<file path="src/rtl/vpm_consts.svh">
`ifndef VPM_CONSTS_SVH
`define VPM_CONSTS_SVH
// exception levels
`define VPM_EL_USER 2'h0
`define VPM_EL_KERNEL 2'h1
`define VPM_EL_HYP 2'h2
`define VPM_EL_MON 2'h3
// partition register fields (user, kernel, hypervisor, monitor level)
`define VPM_PID_W 16
`define VPM_PMG_W 8
`define VPM_PID_D_LSB 0
`define VPM_PID_I_LSB 16
`define VPM_PMG_D_LSB 32
`define VPM_PMG_I_LSB 40
`define VPM_HYP_UTRAP_BIT 48
`define VPM_HYP_KTRAP_BIT 49
`define VPM_HYP_IDTRAP_BIT 58
// hypervisor map control fields
`define VPM_CTL_USER_EN_BIT 0
`define VPM_CTL_KERN_EN_BIT 1
`define VPM_CTL_LOCK_BIT 8
`define VPM_CTL_IDTRAP_BIT 31
// identification register fields
`define VPM_ID_PMAX_LSB 0
`define VPM_ID_VIRT_BIT 17
`define VPM_ID_VCNT_LSB 18
`define VPM_ID_VCNT_W 3
`define VPM_ID_HYP_REG_IDENT_TRAP_BIT 58
// map geometry
`define VPM_FIELDS_PER_REG 4
`define VPM_FIELD_W 16
`define VPM_MAX_MAPS 32
`define VPM_DEFAULT_VID 0
// reset values
`define VPM_RST_REG 64'h0
`define VPM_RST_PID 16'h0
`define VPM_DEFAULT_PID 16'h0
`endif

</file>
<file path="src/rtl/vpm_pkg.sv">
package vpm_pkg;
   // system register selected by an access
   typedef enum logic [2:0] {
      VPM_REG_IDENT = 3'h0,
      VPM_REG_USER = 3'h1,
      VPM_REG_KERNEL = 3'h2,
      VPM_REG_HYP = 3'h3,
      VPM_REG_CTRL = 3'h4,
      VPM_REG_MAP = 3'h5,
      VPM_REG_VALID = 3'h6,
      VPM_REG_NONE = 3'h7
   } vpm_reg_t;
   typedef logic [1:0] vpm_el_t;
endpackage

</file>
<file path="src/rtl/vpm_xlate.sv">
`timescale 1ns/100ps
`default_nettype none
`include "vpm_consts.svh"
module vpm_xlate #(
   parameter int NENT = 32,
   parameter int IW = 5,
   parameter int PHYS_W = 16
) (
   input wire logic clk,
   input wire logic nrst,
   input wire logic [15:0] virt_id,
   input wire logic [NENT*PHYS_W-1:0] map_flat,
   input wire logic [NENT-1:0] valid,
   input wire logic virt_en,
   output logic [15:0] phys_id
);
   localparam logic [15:0] VMAX = 16'(NENT - 1);
   logic [15:0] rep_id;
   logic [IW-1:0] idx;
   logic [PHYS_W-1:0] hit_entry;
   logic [PHYS_W-1:0] dflt_entry;

   // out-of-range ids are folded into range by clearing every bit that is clear in the max
   always_comb begin
      rep_id = (virt_id > VMAX) ? (virt_id & VMAX) : virt_id;
      idx = rep_id[IW-1:0];
      hit_entry = map_flat[int'(idx)*PHYS_W +: PHYS_W];
      dflt_entry = map_flat[`VPM_DEFAULT_VID*PHYS_W +: PHYS_W];
   end

   // valid entry, then default virtual entry, then default physical id
   always_comb begin
      if (!virt_en) begin
         phys_id = virt_id;
      end else if (valid[idx]) begin
         phys_id = 16'(hit_entry);
      end else if (valid[`VPM_DEFAULT_VID]) begin
         phys_id = 16'(dflt_entry);
      end else begin
         phys_id = `VPM_DEFAULT_PID;
      end
   end
endmodule
`default_nettype wire

</file>
<file path="src/rtl/vpm_mapper.sv">
// How it works
// - map registers hold four 16-bit physical fields
// - largest virtual id is four times count plus three
// - count zero gives one register, max id 3
// - kernel map enable selects kernel id translation
// - user map enable translates user ids
// - host-at-hypervisor with trap-general disables user translation
// - lock makes user level use kernel register
// - locked user register feeds request ids only with host-at-hypervisor and trap-general
// - user register access unaffected by lock
// - valid indexed entry supplies physical id
// - invalid entry falls to default, then default physical
// - valid register holds four per map register
// - out-of-range ids folded into range
// - physical fields keep only implemented low bits
// - kernel ident access traps on either trap bit
// - hypervisor ident trap bit exists only if flagged
// - lower-level trap catches hypervisor register access
// - kernel and user register trap bits trap kernel access
// - hypervisor alias accesses never kernel-register trapped
// - lower-level trap catches all defined lower-level partition accesses
// - lower-level trap beats every hypervisor trap
// - default virtual entry is id zero, bit zero
// - translation exists only when virtualization present
`timescale 1ns/100ps
`default_nettype none
`include "vpm_consts.svh"
module vpm_mapper #(
   parameter logic [2:0] MAP_REG_COUNT = 3'h7,
   parameter int PHYS_W = 16,
   parameter logic [15:0] MAX_PHYS_ID = 16'hffff,
   parameter bit VIRT_PRESENT = 1'b1,
   parameter bit HYP_REG_IDENT_TRAP_PRESENT = 1'b1
) (
   input wire logic clk,
   input wire logic nrst,
   input wire logic sr_valid,
   input wire logic sr_write,
   input wire vpm_pkg::vpm_reg_t sr_sel,
   input wire logic sr_alias,
   input wire logic [2:0] sr_map_idx,
   input wire vpm_pkg::vpm_el_t sr_el,
   input wire logic [63:0] sr_wdata,
   output logic sr_done_ff,
   output logic [63:0] sr_rdata_ff,
   output logic sr_trap_hyp_ff,
   output logic sr_trap_mon_ff,
   output logic sr_undef_ff,
   input wire vpm_pkg::vpm_el_t cur_el,
   input wire logic host_at_hypervisor,
   input wire logic trap_general,
   input wire logic lower_level_trap,
   input wire logic [63:0] monitor_level_partition_reg,
   output logic [15:0] out_data_partition_id_ff,
   output logic [15:0] out_instr_partition_id_ff,
   output logic [7:0] out_data_monitor_group_ff,
   output logic [7:0] out_instr_monitor_group_ff
);
   import vpm_pkg::*;

   localparam int NREG = int'(MAP_REG_COUNT) + 1;
   localparam int NENT = `VPM_FIELDS_PER_REG * NREG;
   localparam int IW = (NENT > 4) ? $clog2(NENT) : 2;
   localparam logic [15:0] MAX_VIRT_ID = 16'(4 * int'(MAP_REG_COUNT) + 3);

   logic [63:0] user_reg_ff;
   logic [63:0] kernel_reg_ff;
   logic [63:0] hyp_reg_ff;
   logic [63:0] ctrl_ff;
   logic [NENT-1:0] valid_ff;
   logic [NENT*PHYS_W-1:0] map_flat;
   vpm_reg_t eff_reg;
   logic undef;
   logic trap_mon;
   logic trap_hyp;
   logic wr_ok;
   logic [63:0] rdata;
   logic [63:0] ident_val;
   logic [63:0] ctx_reg;
   logic ctx_virt;
   logic [15:0] phys_d;
   logic [15:0] phys_i;

   // keep only the id and monitor group fields of a partition register
   function automatic logic [63:0] id_fields(input logic [63:0] w);
      logic [63:0] r;
      r = `VPM_RST_REG;
      r[`VPM_PID_D_LSB +: `VPM_PID_W] = w[`VPM_PID_D_LSB +: `VPM_PID_W];
      r[`VPM_PID_I_LSB +: `VPM_PID_W] = w[`VPM_PID_I_LSB +: `VPM_PID_W];
      r[`VPM_PMG_D_LSB +: `VPM_PMG_W] = w[`VPM_PMG_D_LSB +: `VPM_PMG_W];
      r[`VPM_PMG_I_LSB +: `VPM_PMG_W] = w[`VPM_PMG_I_LSB +: `VPM_PMG_W];
      return r;
   endfunction

   // identification register as read by software
   always_comb begin
      ident_val = `VPM_RST_REG;
      ident_val[`VPM_ID_PMAX_LSB +: 16] = MAX_PHYS_ID;
      ident_val[`VPM_ID_VIRT_BIT] = VIRT_PRESENT;
      ident_val[`VPM_ID_VCNT_LSB +: `VPM_ID_VCNT_W] = MAP_REG_COUNT;
      ident_val[`VPM_ID_HYP_REG_IDENT_TRAP_BIT] = HYP_REG_IDENT_TRAP_PRESENT;
   end

   // resolve the register really reached and whether the access is legal
   always_comb begin
      eff_reg = sr_sel;
      undef = 1'b0;
      if (sr_el == `VPM_EL_USER) begin
         undef = 1'b1;
      end else if (sr_el == `VPM_EL_KERNEL) begin
         undef = sr_alias || !(sr_sel inside {VPM_REG_IDENT, VPM_REG_USER, VPM_REG_KERNEL});
      end else if (sr_sel == VPM_REG_KERNEL && !sr_alias && sr_el == `VPM_EL_HYP && host_at_hypervisor) begin
         eff_reg = VPM_REG_HYP;
      end
      if (sr_alias && sr_sel != VPM_REG_KERNEL) begin
         undef = 1'b1;
      end
      if (!VIRT_PRESENT && sr_sel inside {VPM_REG_CTRL, VPM_REG_MAP, VPM_REG_VALID}) begin
         undef = 1'b1;
      end
      if (sr_sel == VPM_REG_MAP && sr_map_idx > MAP_REG_COUNT) begin
         undef = 1'b1;
      end
      if (sr_sel == VPM_REG_NONE) begin
         undef = 1'b1;
      end
   end

   // trap decision; lower-level trap is checked first and wins
   always_comb begin
      trap_mon = 1'b0;
      trap_hyp = 1'b0;
      if (!undef && sr_el != `VPM_EL_MON && lower_level_trap) begin
         trap_mon = 1'b1;
      end else if (!undef && sr_el == `VPM_EL_KERNEL) begin
         unique case (eff_reg)
            VPM_REG_IDENT: trap_hyp = (VIRT_PRESENT && ctrl_ff[`VPM_CTL_IDTRAP_BIT])
               || (HYP_REG_IDENT_TRAP_PRESENT && hyp_reg_ff[`VPM_HYP_IDTRAP_BIT]);
            VPM_REG_KERNEL: trap_hyp = hyp_reg_ff[`VPM_HYP_KTRAP_BIT];
            VPM_REG_USER: trap_hyp = hyp_reg_ff[`VPM_HYP_UTRAP_BIT];
            default: trap_hyp = 1'b0;
         endcase
      end
   end

   assign wr_ok = sr_valid && sr_write && !undef && !trap_mon && !trap_hyp;

   // read mux; trapped or undefined accesses return zero
   always_comb begin
      rdata = `VPM_RST_REG;
      unique case (eff_reg)
         VPM_REG_IDENT: rdata = ident_val;
         VPM_REG_USER: rdata = user_reg_ff;
         VPM_REG_KERNEL: rdata = kernel_reg_ff;
         VPM_REG_HYP: rdata = hyp_reg_ff;
         VPM_REG_CTRL: rdata = ctrl_ff;
         VPM_REG_VALID: rdata = 64'(valid_ff);
         VPM_REG_MAP: begin
            for (int f = 0; f < `VPM_FIELDS_PER_REG; f++) begin
               rdata[f*`VPM_FIELD_W +: `VPM_FIELD_W] =
                  16'(map_flat[(int'(sr_map_idx)*`VPM_FIELDS_PER_REG + f)*PHYS_W +: PHYS_W]);
            end
         end
         default: rdata = `VPM_RST_REG;
      endcase
      if (undef || trap_mon || trap_hyp) begin
         rdata = `VPM_RST_REG;
      end
   end

   // access answer, one cycle after the request
   always_ff @(posedge clk) begin
      if (!nrst) begin
         sr_done_ff <= 1'b0;
         sr_rdata_ff <= `VPM_RST_REG;
         sr_trap_hyp_ff <= 1'b0;
         sr_trap_mon_ff <= 1'b0;
         sr_undef_ff <= 1'b0;
      end else begin
         sr_done_ff <= sr_valid;
         sr_rdata_ff <= (sr_valid && !sr_write) ? rdata : `VPM_RST_REG;
         sr_trap_hyp_ff <= sr_valid && trap_hyp;
         sr_trap_mon_ff <= sr_valid && trap_mon;
         sr_undef_ff <= sr_valid && undef;
      end
   end

   // user-level register; writes are plain whatever the lock says
   always_ff @(posedge clk) begin
      if (!nrst) begin
         user_reg_ff <= `VPM_RST_REG;
      end else if (wr_ok && eff_reg == VPM_REG_USER) begin
         user_reg_ff <= id_fields(sr_wdata);
      end
   end

   // kernel-level register, also reached through the alias
   always_ff @(posedge clk) begin
      if (!nrst) begin
         kernel_reg_ff <= `VPM_RST_REG;
      end else if (wr_ok && eff_reg == VPM_REG_KERNEL) begin
         kernel_reg_ff <= id_fields(sr_wdata);
      end
   end

   // hypervisor-level register with its trap controls
   always_ff @(posedge clk) begin
      if (!nrst) begin
         hyp_reg_ff <= `VPM_RST_REG;
      end else if (wr_ok && eff_reg == VPM_REG_HYP) begin
         hyp_reg_ff <= id_fields(sr_wdata);
         hyp_reg_ff[`VPM_HYP_UTRAP_BIT] <= sr_wdata[`VPM_HYP_UTRAP_BIT];
         hyp_reg_ff[`VPM_HYP_KTRAP_BIT] <= sr_wdata[`VPM_HYP_KTRAP_BIT];
         hyp_reg_ff[`VPM_HYP_IDTRAP_BIT] <= HYP_REG_IDENT_TRAP_PRESENT && sr_wdata[`VPM_HYP_IDTRAP_BIT];
      end
   end

   // hypervisor map control enables and ident trap
   always_ff @(posedge clk) begin
      if (!nrst) begin
         ctrl_ff <= `VPM_RST_REG;
      end else if (wr_ok && eff_reg == VPM_REG_CTRL) begin
         ctrl_ff[`VPM_CTL_USER_EN_BIT] <= sr_wdata[`VPM_CTL_USER_EN_BIT];
         ctrl_ff[`VPM_CTL_KERN_EN_BIT] <= sr_wdata[`VPM_CTL_KERN_EN_BIT];
         ctrl_ff[`VPM_CTL_LOCK_BIT] <= sr_wdata[`VPM_CTL_LOCK_BIT];
         ctrl_ff[`VPM_CTL_IDTRAP_BIT] <= sr_wdata[`VPM_CTL_IDTRAP_BIT];
      end
   end

   // one valid bit per implemented virtual id
   always_ff @(posedge clk) begin
      if (!nrst) begin
         valid_ff <= '0;
      end else if (wr_ok && eff_reg == VPM_REG_VALID) begin
         valid_ff <= sr_wdata[NENT-1:0];
      end
   end

   // map entries: id v lives in register v/4, field v%4
   generate
      for (genvar i = 0; i < NENT; i++) begin : g_ent
         logic [PHYS_W-1:0] ent_ff;
         always_ff @(posedge clk) begin
            if (!nrst) begin
               ent_ff <= PHYS_W'(`VPM_RST_PID);
            end else if (wr_ok && eff_reg == VPM_REG_MAP && int'(sr_map_idx) == i / 4) begin
               ent_ff <= sr_wdata[(i % 4)*`VPM_FIELD_W +: PHYS_W];
            end
         end
         assign map_flat[i*PHYS_W +: PHYS_W] = ent_ff;
      end
   endgenerate

   // pick the id source and translation enable for the running level
   always_comb begin
      ctx_reg = hyp_reg_ff;
      ctx_virt = 1'b0;
      unique case (cur_el)
         `VPM_EL_USER: begin
            if (host_at_hypervisor && trap_general) begin
               ctx_reg = user_reg_ff;
               ctx_virt = 1'b0;
            end else if (ctrl_ff[`VPM_CTL_LOCK_BIT]) begin
               ctx_reg = kernel_reg_ff;
               ctx_virt = ctrl_ff[`VPM_CTL_KERN_EN_BIT];
            end else begin
               ctx_reg = user_reg_ff;
               ctx_virt = ctrl_ff[`VPM_CTL_USER_EN_BIT];
            end
         end
         `VPM_EL_KERNEL: begin
            ctx_reg = kernel_reg_ff;
            ctx_virt = ctrl_ff[`VPM_CTL_KERN_EN_BIT];
         end
         `VPM_EL_HYP: ctx_reg = hyp_reg_ff;
         `VPM_EL_MON: ctx_reg = monitor_level_partition_reg;
      endcase
      ctx_virt = ctx_virt && VIRT_PRESENT;
   end

   vpm_xlate #(.NENT(NENT), .IW(IW), .PHYS_W(PHYS_W)) u_xlate_d (
      .clk(clk),
      .nrst(nrst),
      .virt_id(ctx_reg[`VPM_PID_D_LSB +: `VPM_PID_W]),
      .map_flat(map_flat),
      .valid(valid_ff),
      .virt_en(ctx_virt),
      .phys_id(phys_d)
   );

   vpm_xlate #(.NENT(NENT), .IW(IW), .PHYS_W(PHYS_W)) u_xlate_i (
      .clk(clk),
      .nrst(nrst),
      .virt_id(ctx_reg[`VPM_PID_I_LSB +: `VPM_PID_W]),
      .map_flat(map_flat),
      .valid(valid_ff),
      .virt_en(ctx_virt),
      .phys_id(phys_i)
   );

   // request tags used by every load, store, fetch and walk
   always_ff @(posedge clk) begin
      if (!nrst) begin
         out_data_partition_id_ff <= `VPM_RST_PID;
         out_instr_partition_id_ff <= `VPM_RST_PID;
         out_data_monitor_group_ff <= 8'h0;
         out_instr_monitor_group_ff <= 8'h0;
      end else begin
         out_data_partition_id_ff <= phys_d;
         out_instr_partition_id_ff <= phys_i;
         out_data_monitor_group_ff <= ctx_reg[`VPM_PMG_D_LSB +: `VPM_PMG_W];
         out_instr_monitor_group_ff <= ctx_reg[`VPM_PMG_I_LSB +: `VPM_PMG_W];
      end
   end
endmodule
`default_nettype wire

</file>
<file path="config.mk">
export PLATFORM = sky130hd
export DESIGN_NAME = vpm_mapper
export DESIGN_NICKNAME = d
export VERILOG_FILES = /design/src/rtl/vpm_pkg.sv /design/src/rtl/vpm_xlate.sv /design/src/rtl/vpm_mapper.sv
export VERILOG_INCLUDE_DIRS = /design/src /design/src/rtl
export SDC_FILE = /design/constraint.sdc
export NUM_CORES = 2
export LEC_CHECK = 0
export ABC_AREA = 1
export ABC_CLOCK_PERIOD_IN_PS = 2310
export BUFFER_PORTS_ARGS = -buffer_cell sky130_fd_sc_hd__buf_2
export CAP_MARGIN = 20
export CELL_PAD_IN_SITES_DETAIL_PLACEMENT = 0
export CELL_PAD_IN_SITES_GLOBAL_PLACEMENT = 2
export CORE_ASPECT_RATIO = 0.7
export CORE_MARGIN = 2
export CORE_UTILIZATION = 30
export CTS_CLUSTER_DIAMETER = 60
export DETAILED_ROUTE_END_ITERATION = 16
export HOLD_SLACK_MARGIN = 0.06
export PLACE_DENSITY_LB_ADDON = 0.08
export SYNTH_ARGS = -nofsm -noshare
export SYNTH_HDL_FRONTEND = slang
export SYNTH_SLANG_ARGS = --single-unit
export TNS_END_PERCENT = 100
</file>
<file path="constraint.sdc">
create_clock -name clk -period 2.31 [get_ports clk]
set_input_delay 0.462 -clock clk [delete_from_list [all_inputs] [get_ports clk]]
set_output_delay 0.462 -clock clk [all_outputs]
set_load 0.01 [all_outputs]
</file>
==> results by stage <==
STA:
- The share of the clock period used by the worst path after layout is 113%.
- The number of slew-limit violations in the final report is 0.
- The maximum clock skew at final layout is 0.0427 ns.
- At the pin with the least slew margin, the transition time is 0.976 ns.
- Setup repair after global routing could not meet its margin everywhere.
- The headroom to the max-slew limit is 34.4%.
- Timing would allow up to 0.384 GHz.
- The setup violation total in the final timing report is 33.
- The clock period minus final worst setup slack is 2.61 ns.
- The setup slack of the critical path after layout is -0.297 ns.
- The number of failing hold endpoints at the final stage is 0.

Power:
- The portion of total power attributed to combinational logic is 23.6%.
- Sequential cells account for 34.1% of the total power.
- The clock group share of total power is 42.3%.
- The largest voltage drop on the vdd net is 0.622 mV.
- The leakage power figure is 28.9 nW.
- The switching share of power is 32.4%.
- The internal power is 28.0 mW.
- Summed over all nets, the switching power comes to 13.4 mW.
- In this run the power density over the cells is 615 nW/um^2.

GRT:
- Entering global routing, the biggest net connects 65 pins.
- The wire length of the first global-routing pass is 422000 um.
- The overall track demand over capacity in global routing is 35.2%.
- The number of global-route vias before repair is 54807.
- The initial antenna violation count is 19.
- The total congestion overflow is 0.

Placed design:
- The total placed cells including tap cells is 10180.
- The number of buffers added on ports is 245.
- Once detailed placement completed, the half-perimeter wirelength came to 213000 um.
- The final weighted congestion of routability-driven global placement is 0.969.

Floorplan:
- The number of placement rows is 123.
- The die covers 164000 um^2.
- The floorplan step set the die height to 340 um.
- The floorplan step defined a core boundary enclosing 160000 um^2.
- From left edge to right edge, the die measures 483 um.
- For this configuration, the core starts out at a cell density of 30.1%.
- In this run the count of I/O pins placed on the die edge is 262.

Setup path:
- Of all nets on the critical path, the largest fanout is 8.
- For this run, the slowest stage of the critical path takes 0.32 ns.
- At the worst endpoint, the required time is 2.94 ns.
- The cell family with the largest share of critical-path delay is simple AND/OR/NAND/NOR gates.
- STA classifies the critical path startpoint as a flop.
- The category of the most critical setup path is flop to flop.
- The critical path capture point type is a flop.
- The buffering stage count on the worst path with inverters included is 6.
- The cell with the biggest individual delay on the critical path is dfxtp_1.
- Walking the worst path, the cells encountered are inv_2 -> a21oi_1 -> buf_4 -> buf_4 -> o21ai_4 -> buf_12 -> nand3_2 -> nand3_2 -> nand3_4 -> nand2_1 -> nand2_1 -> nand2_2 -> buf_6 -> buf_12 -> nor2_2 -> nor2_4 -> nor2_2.
- Data on the critical path arrives at its endpoint at 3.24 ns.

Layout:
- In the layout the commonest cells are nand3_1, nand2_1, dfxtp_1, inv_1, a21oi_1.
- The sequential cell area is 16200 um^2.
- Relative to the synthesized area, the layout overhead comes to 39.5%.
- The utilization after layout is 42.0%.
- The most common cell after layout, fill and taps aside is nand3_1.
- The filler-free cell count of the finished design is 10582.
- The number of filler cells placed in the layout is 16723.
- The share of cells above drive strength 1 is 22.8%.
- The area of combinational cells with multiple inputs is 28900 um^2.
- The net count reported at finish is 8512.

Logic synthesis:
- After technology mapping, the gate count stands at 7826.
- The synthesized design contains 0 enable-type register cells.
- The count of synthesis-stage warnings from yosys is 0.
- Summing the sequential cell areas from Yosys gives 33.6% of the chip area.
- The register bit count reported by yosys is 811.
- The cell type with the largest total area after synthesis is dfxtp_1.
- The share of async-settable or async-resettable flops after synthesis is 0%.
- In this run, distinct cell masters in the synthesized netlist total 38.
- The net count of the mapped netlist is 7972.
- The average instance in the mapped netlist occupies 6.17 um^2.
- The fraction of post-synthesis cell area in the top cell type by area is 33.6%.
- The synthesized netlist occupies a cell area of 48300 um^2.
- Among all flip-flop cells after synthesis, the most frequent one is dfxtp_1.
- Yosys attributes the largest share of cell area to dfxtp_1, nand3_1, nand2_1.

Drt:
- Wires add up to 307000 um.
- The number of design-rule violations left by the first detailed-router iteration is 8021.
- The count of nets left with antenna violations once routing finished came out at 0.
- Dividing the detail-routed wire length by the instance count gives 29.0 um.
- The first detailed-routing pass took 6 iterations.
- In the routed layout, each cell is associated on average with a via count of 5.68.
- Summing over every cut layer, the via total after detailed routing is 60081.
- The number of remaining DRC errors is 0.

Clock tree:
- The clock edge transition at the registers on the reported setup and hold paths is 0.06 ns.
- The clock tree from TritonCTS is done.
- The clock passes through at most 3 buffers.
- Clock tree synthesis inserted a total of 104 buffers.
- The clock reaches the later pin of the worst-skew pair after 0.77 ns.
- The number of levels in the clock H-tree is 3.
- The number of clock sinks is 811.
- The cell chosen for the clock root is clkbuf_16.

Run status:
- The checks that failed: negative setup slack.
- The flow ran to the end, but the final reports show violations.

Min path:
- The path category of the worst min-delay check is primary input to flop.

Job:
- Max-cap violations in this run came to 0.
[Yosys cell counts (35+ instances only)]
cell / instances
a21oi_1: 601
o21ai_0: 326
buf_2: 289
a221oi_1: 41
o22ai_1: 236
buf_1: 43
nor2_1: 548
clkbuf_1: 347
a41oi_1: 46
buf_6: 35
inv_1: 675
nand2_1: 1704
dfxtp_1: 811
nand3_1: 1994
[power groups by stage]
| stage | combinational (mW) | clock [mW] | sequential (mW) |
|---|---|---|---|
| 2_1_floorplan | 3.75 | 0 | 14.4 |
| 3_3_place_gp | 7.73 | 0 | 14.4 |
| 3_5_place_dp | 7.69 | 0 | 14.4 |
| 4_1_cts | 8.71 | 17.7 | 14.1 |
| 5_1_grt | 10.2 | 18.3 | 14.1 |
| 6_report | 9.78 | 17.5 | 14.1 |
[timing repair]
action,4_1_cts,5_1_grt
hold endpoints to repair,74,0
gates cloned,33,30
gates resized for setup,336,469
pin swaps,108,208
hold buffers,26,0
setup endpoints to repair,280,164
buffers inserted,75,53
[per-stage QoR]
step           hold slack (ns)  worst slack, ns  power (mW)  cell area, um^2  TNS (ns)
2_1_floorplan            0.440           0.0969        18.2            48300         0
3_3_place_gp             0.449            -1.33        22.2            57300   -245.97
3_5_place_dp             0.452            -1.30        22.1            57300   -240.67
4_1_cts                 0.0649           -0.222        40.6            64200     -4.35
5_1_grt                 0.0971           -0.335        42.6            67300     -8.58
6_report                 0.112           -0.297        41.4            67300     -6.00
[kinds of logic (layout without fill, tap and decap cells)]
logic type / count (synthesis) / count (layout) / share of synthesized area (%)
and+or+nand+nor: 4288 / 4288 / 38.8
other: 0 / 6 / 0
DFF: 811 / 811 / 33.6
AOI/OAI and AO/OA: 1283 / 1283 / 14.8
buffers and inverters: 1444 / 2069 / 12.8
[flip-flops by register name, summed over array words and instances (netlist names)]
| signal | cells |
|---|---|
| g_ent.ent_ff | 512 |
| kernel_reg_ff | 48 |
| valid_ff | 32 |
| out_instr_partition_id_ff | 16 |
| out_instr_monitor_group_ff | 8 |
| sr_rdata_ff | 64 |
| sr_done_ff | 1 |
| out_data_monitor_group_ff | 8 |
| sr_undef_ff | 1 |
| user_reg_ff | 48 |
| ctrl_ff | 4 |
| sr_trap_hyp_ff | 1 |
| out_data_partition_id_ff | 16 |
| sr_trap_mon_ff | 1 |
| hyp_reg_ff | 51 |
[area by class of cell]
type,count,share of cell area (%)
clock buffer,145,4.50
antenna,6,0.0223
inverter,696,3.91
timing repair buffer,1182,19.8
sequential,811,24.1
tap,2125,3.95
multi-input combinational,5571,42.9
clock inverter,46,0.821
[per-layer routing]
layer | global-route usage [%] | up-vias | share of wire (%)
met5 | 0 | - | 0.023
met4 | 13.2 | 10 | 4.4
met3 | 5.69 | 517 | 8.6
met2 | 52.0 | 3014 | 42
met1 | 50.9 | 29342 | 45
li1 | - | 27198 | -
[worst reg2reg max path: stages (launching register included)]
cell and delay [ns]:
dfxtp_1 0.32, inv_2 0.07, a21oi_1 0.06, buf_4 0.14, buf_4 0.13, o21ai_4 0.29, buf_12 0.20, nand3_2 0.14
nand3_2 0.12, nand3_4 0.09, nand2_1 0.08, nand2_1 0.06, nand2_2 0.10, buf_6 0.14, buf_12 0.12, nor2_2 0.05
nor2_4 0.28, nor2_2 0.08
[path summary, 6_finish.rpt]
check             slack, ns                from                      endpoint  depth (start not counted)
setup / recovery      -0.30       hyp_reg_ff[1]  out_data_partition_id_ff[15]                         17
hold / removal         0.11        sr_wdata[53]           g_ent[11].ent_ff[5]                          3
setup reg to reg      -0.30       hyp_reg_ff[1]  out_data_partition_id_ff[15]                         17
hold reg to reg        0.46  g_ent[1].ent_ff[7]            g_ent[1].ent_ff[7]                          2
Power figures use the tool's default switching activity.
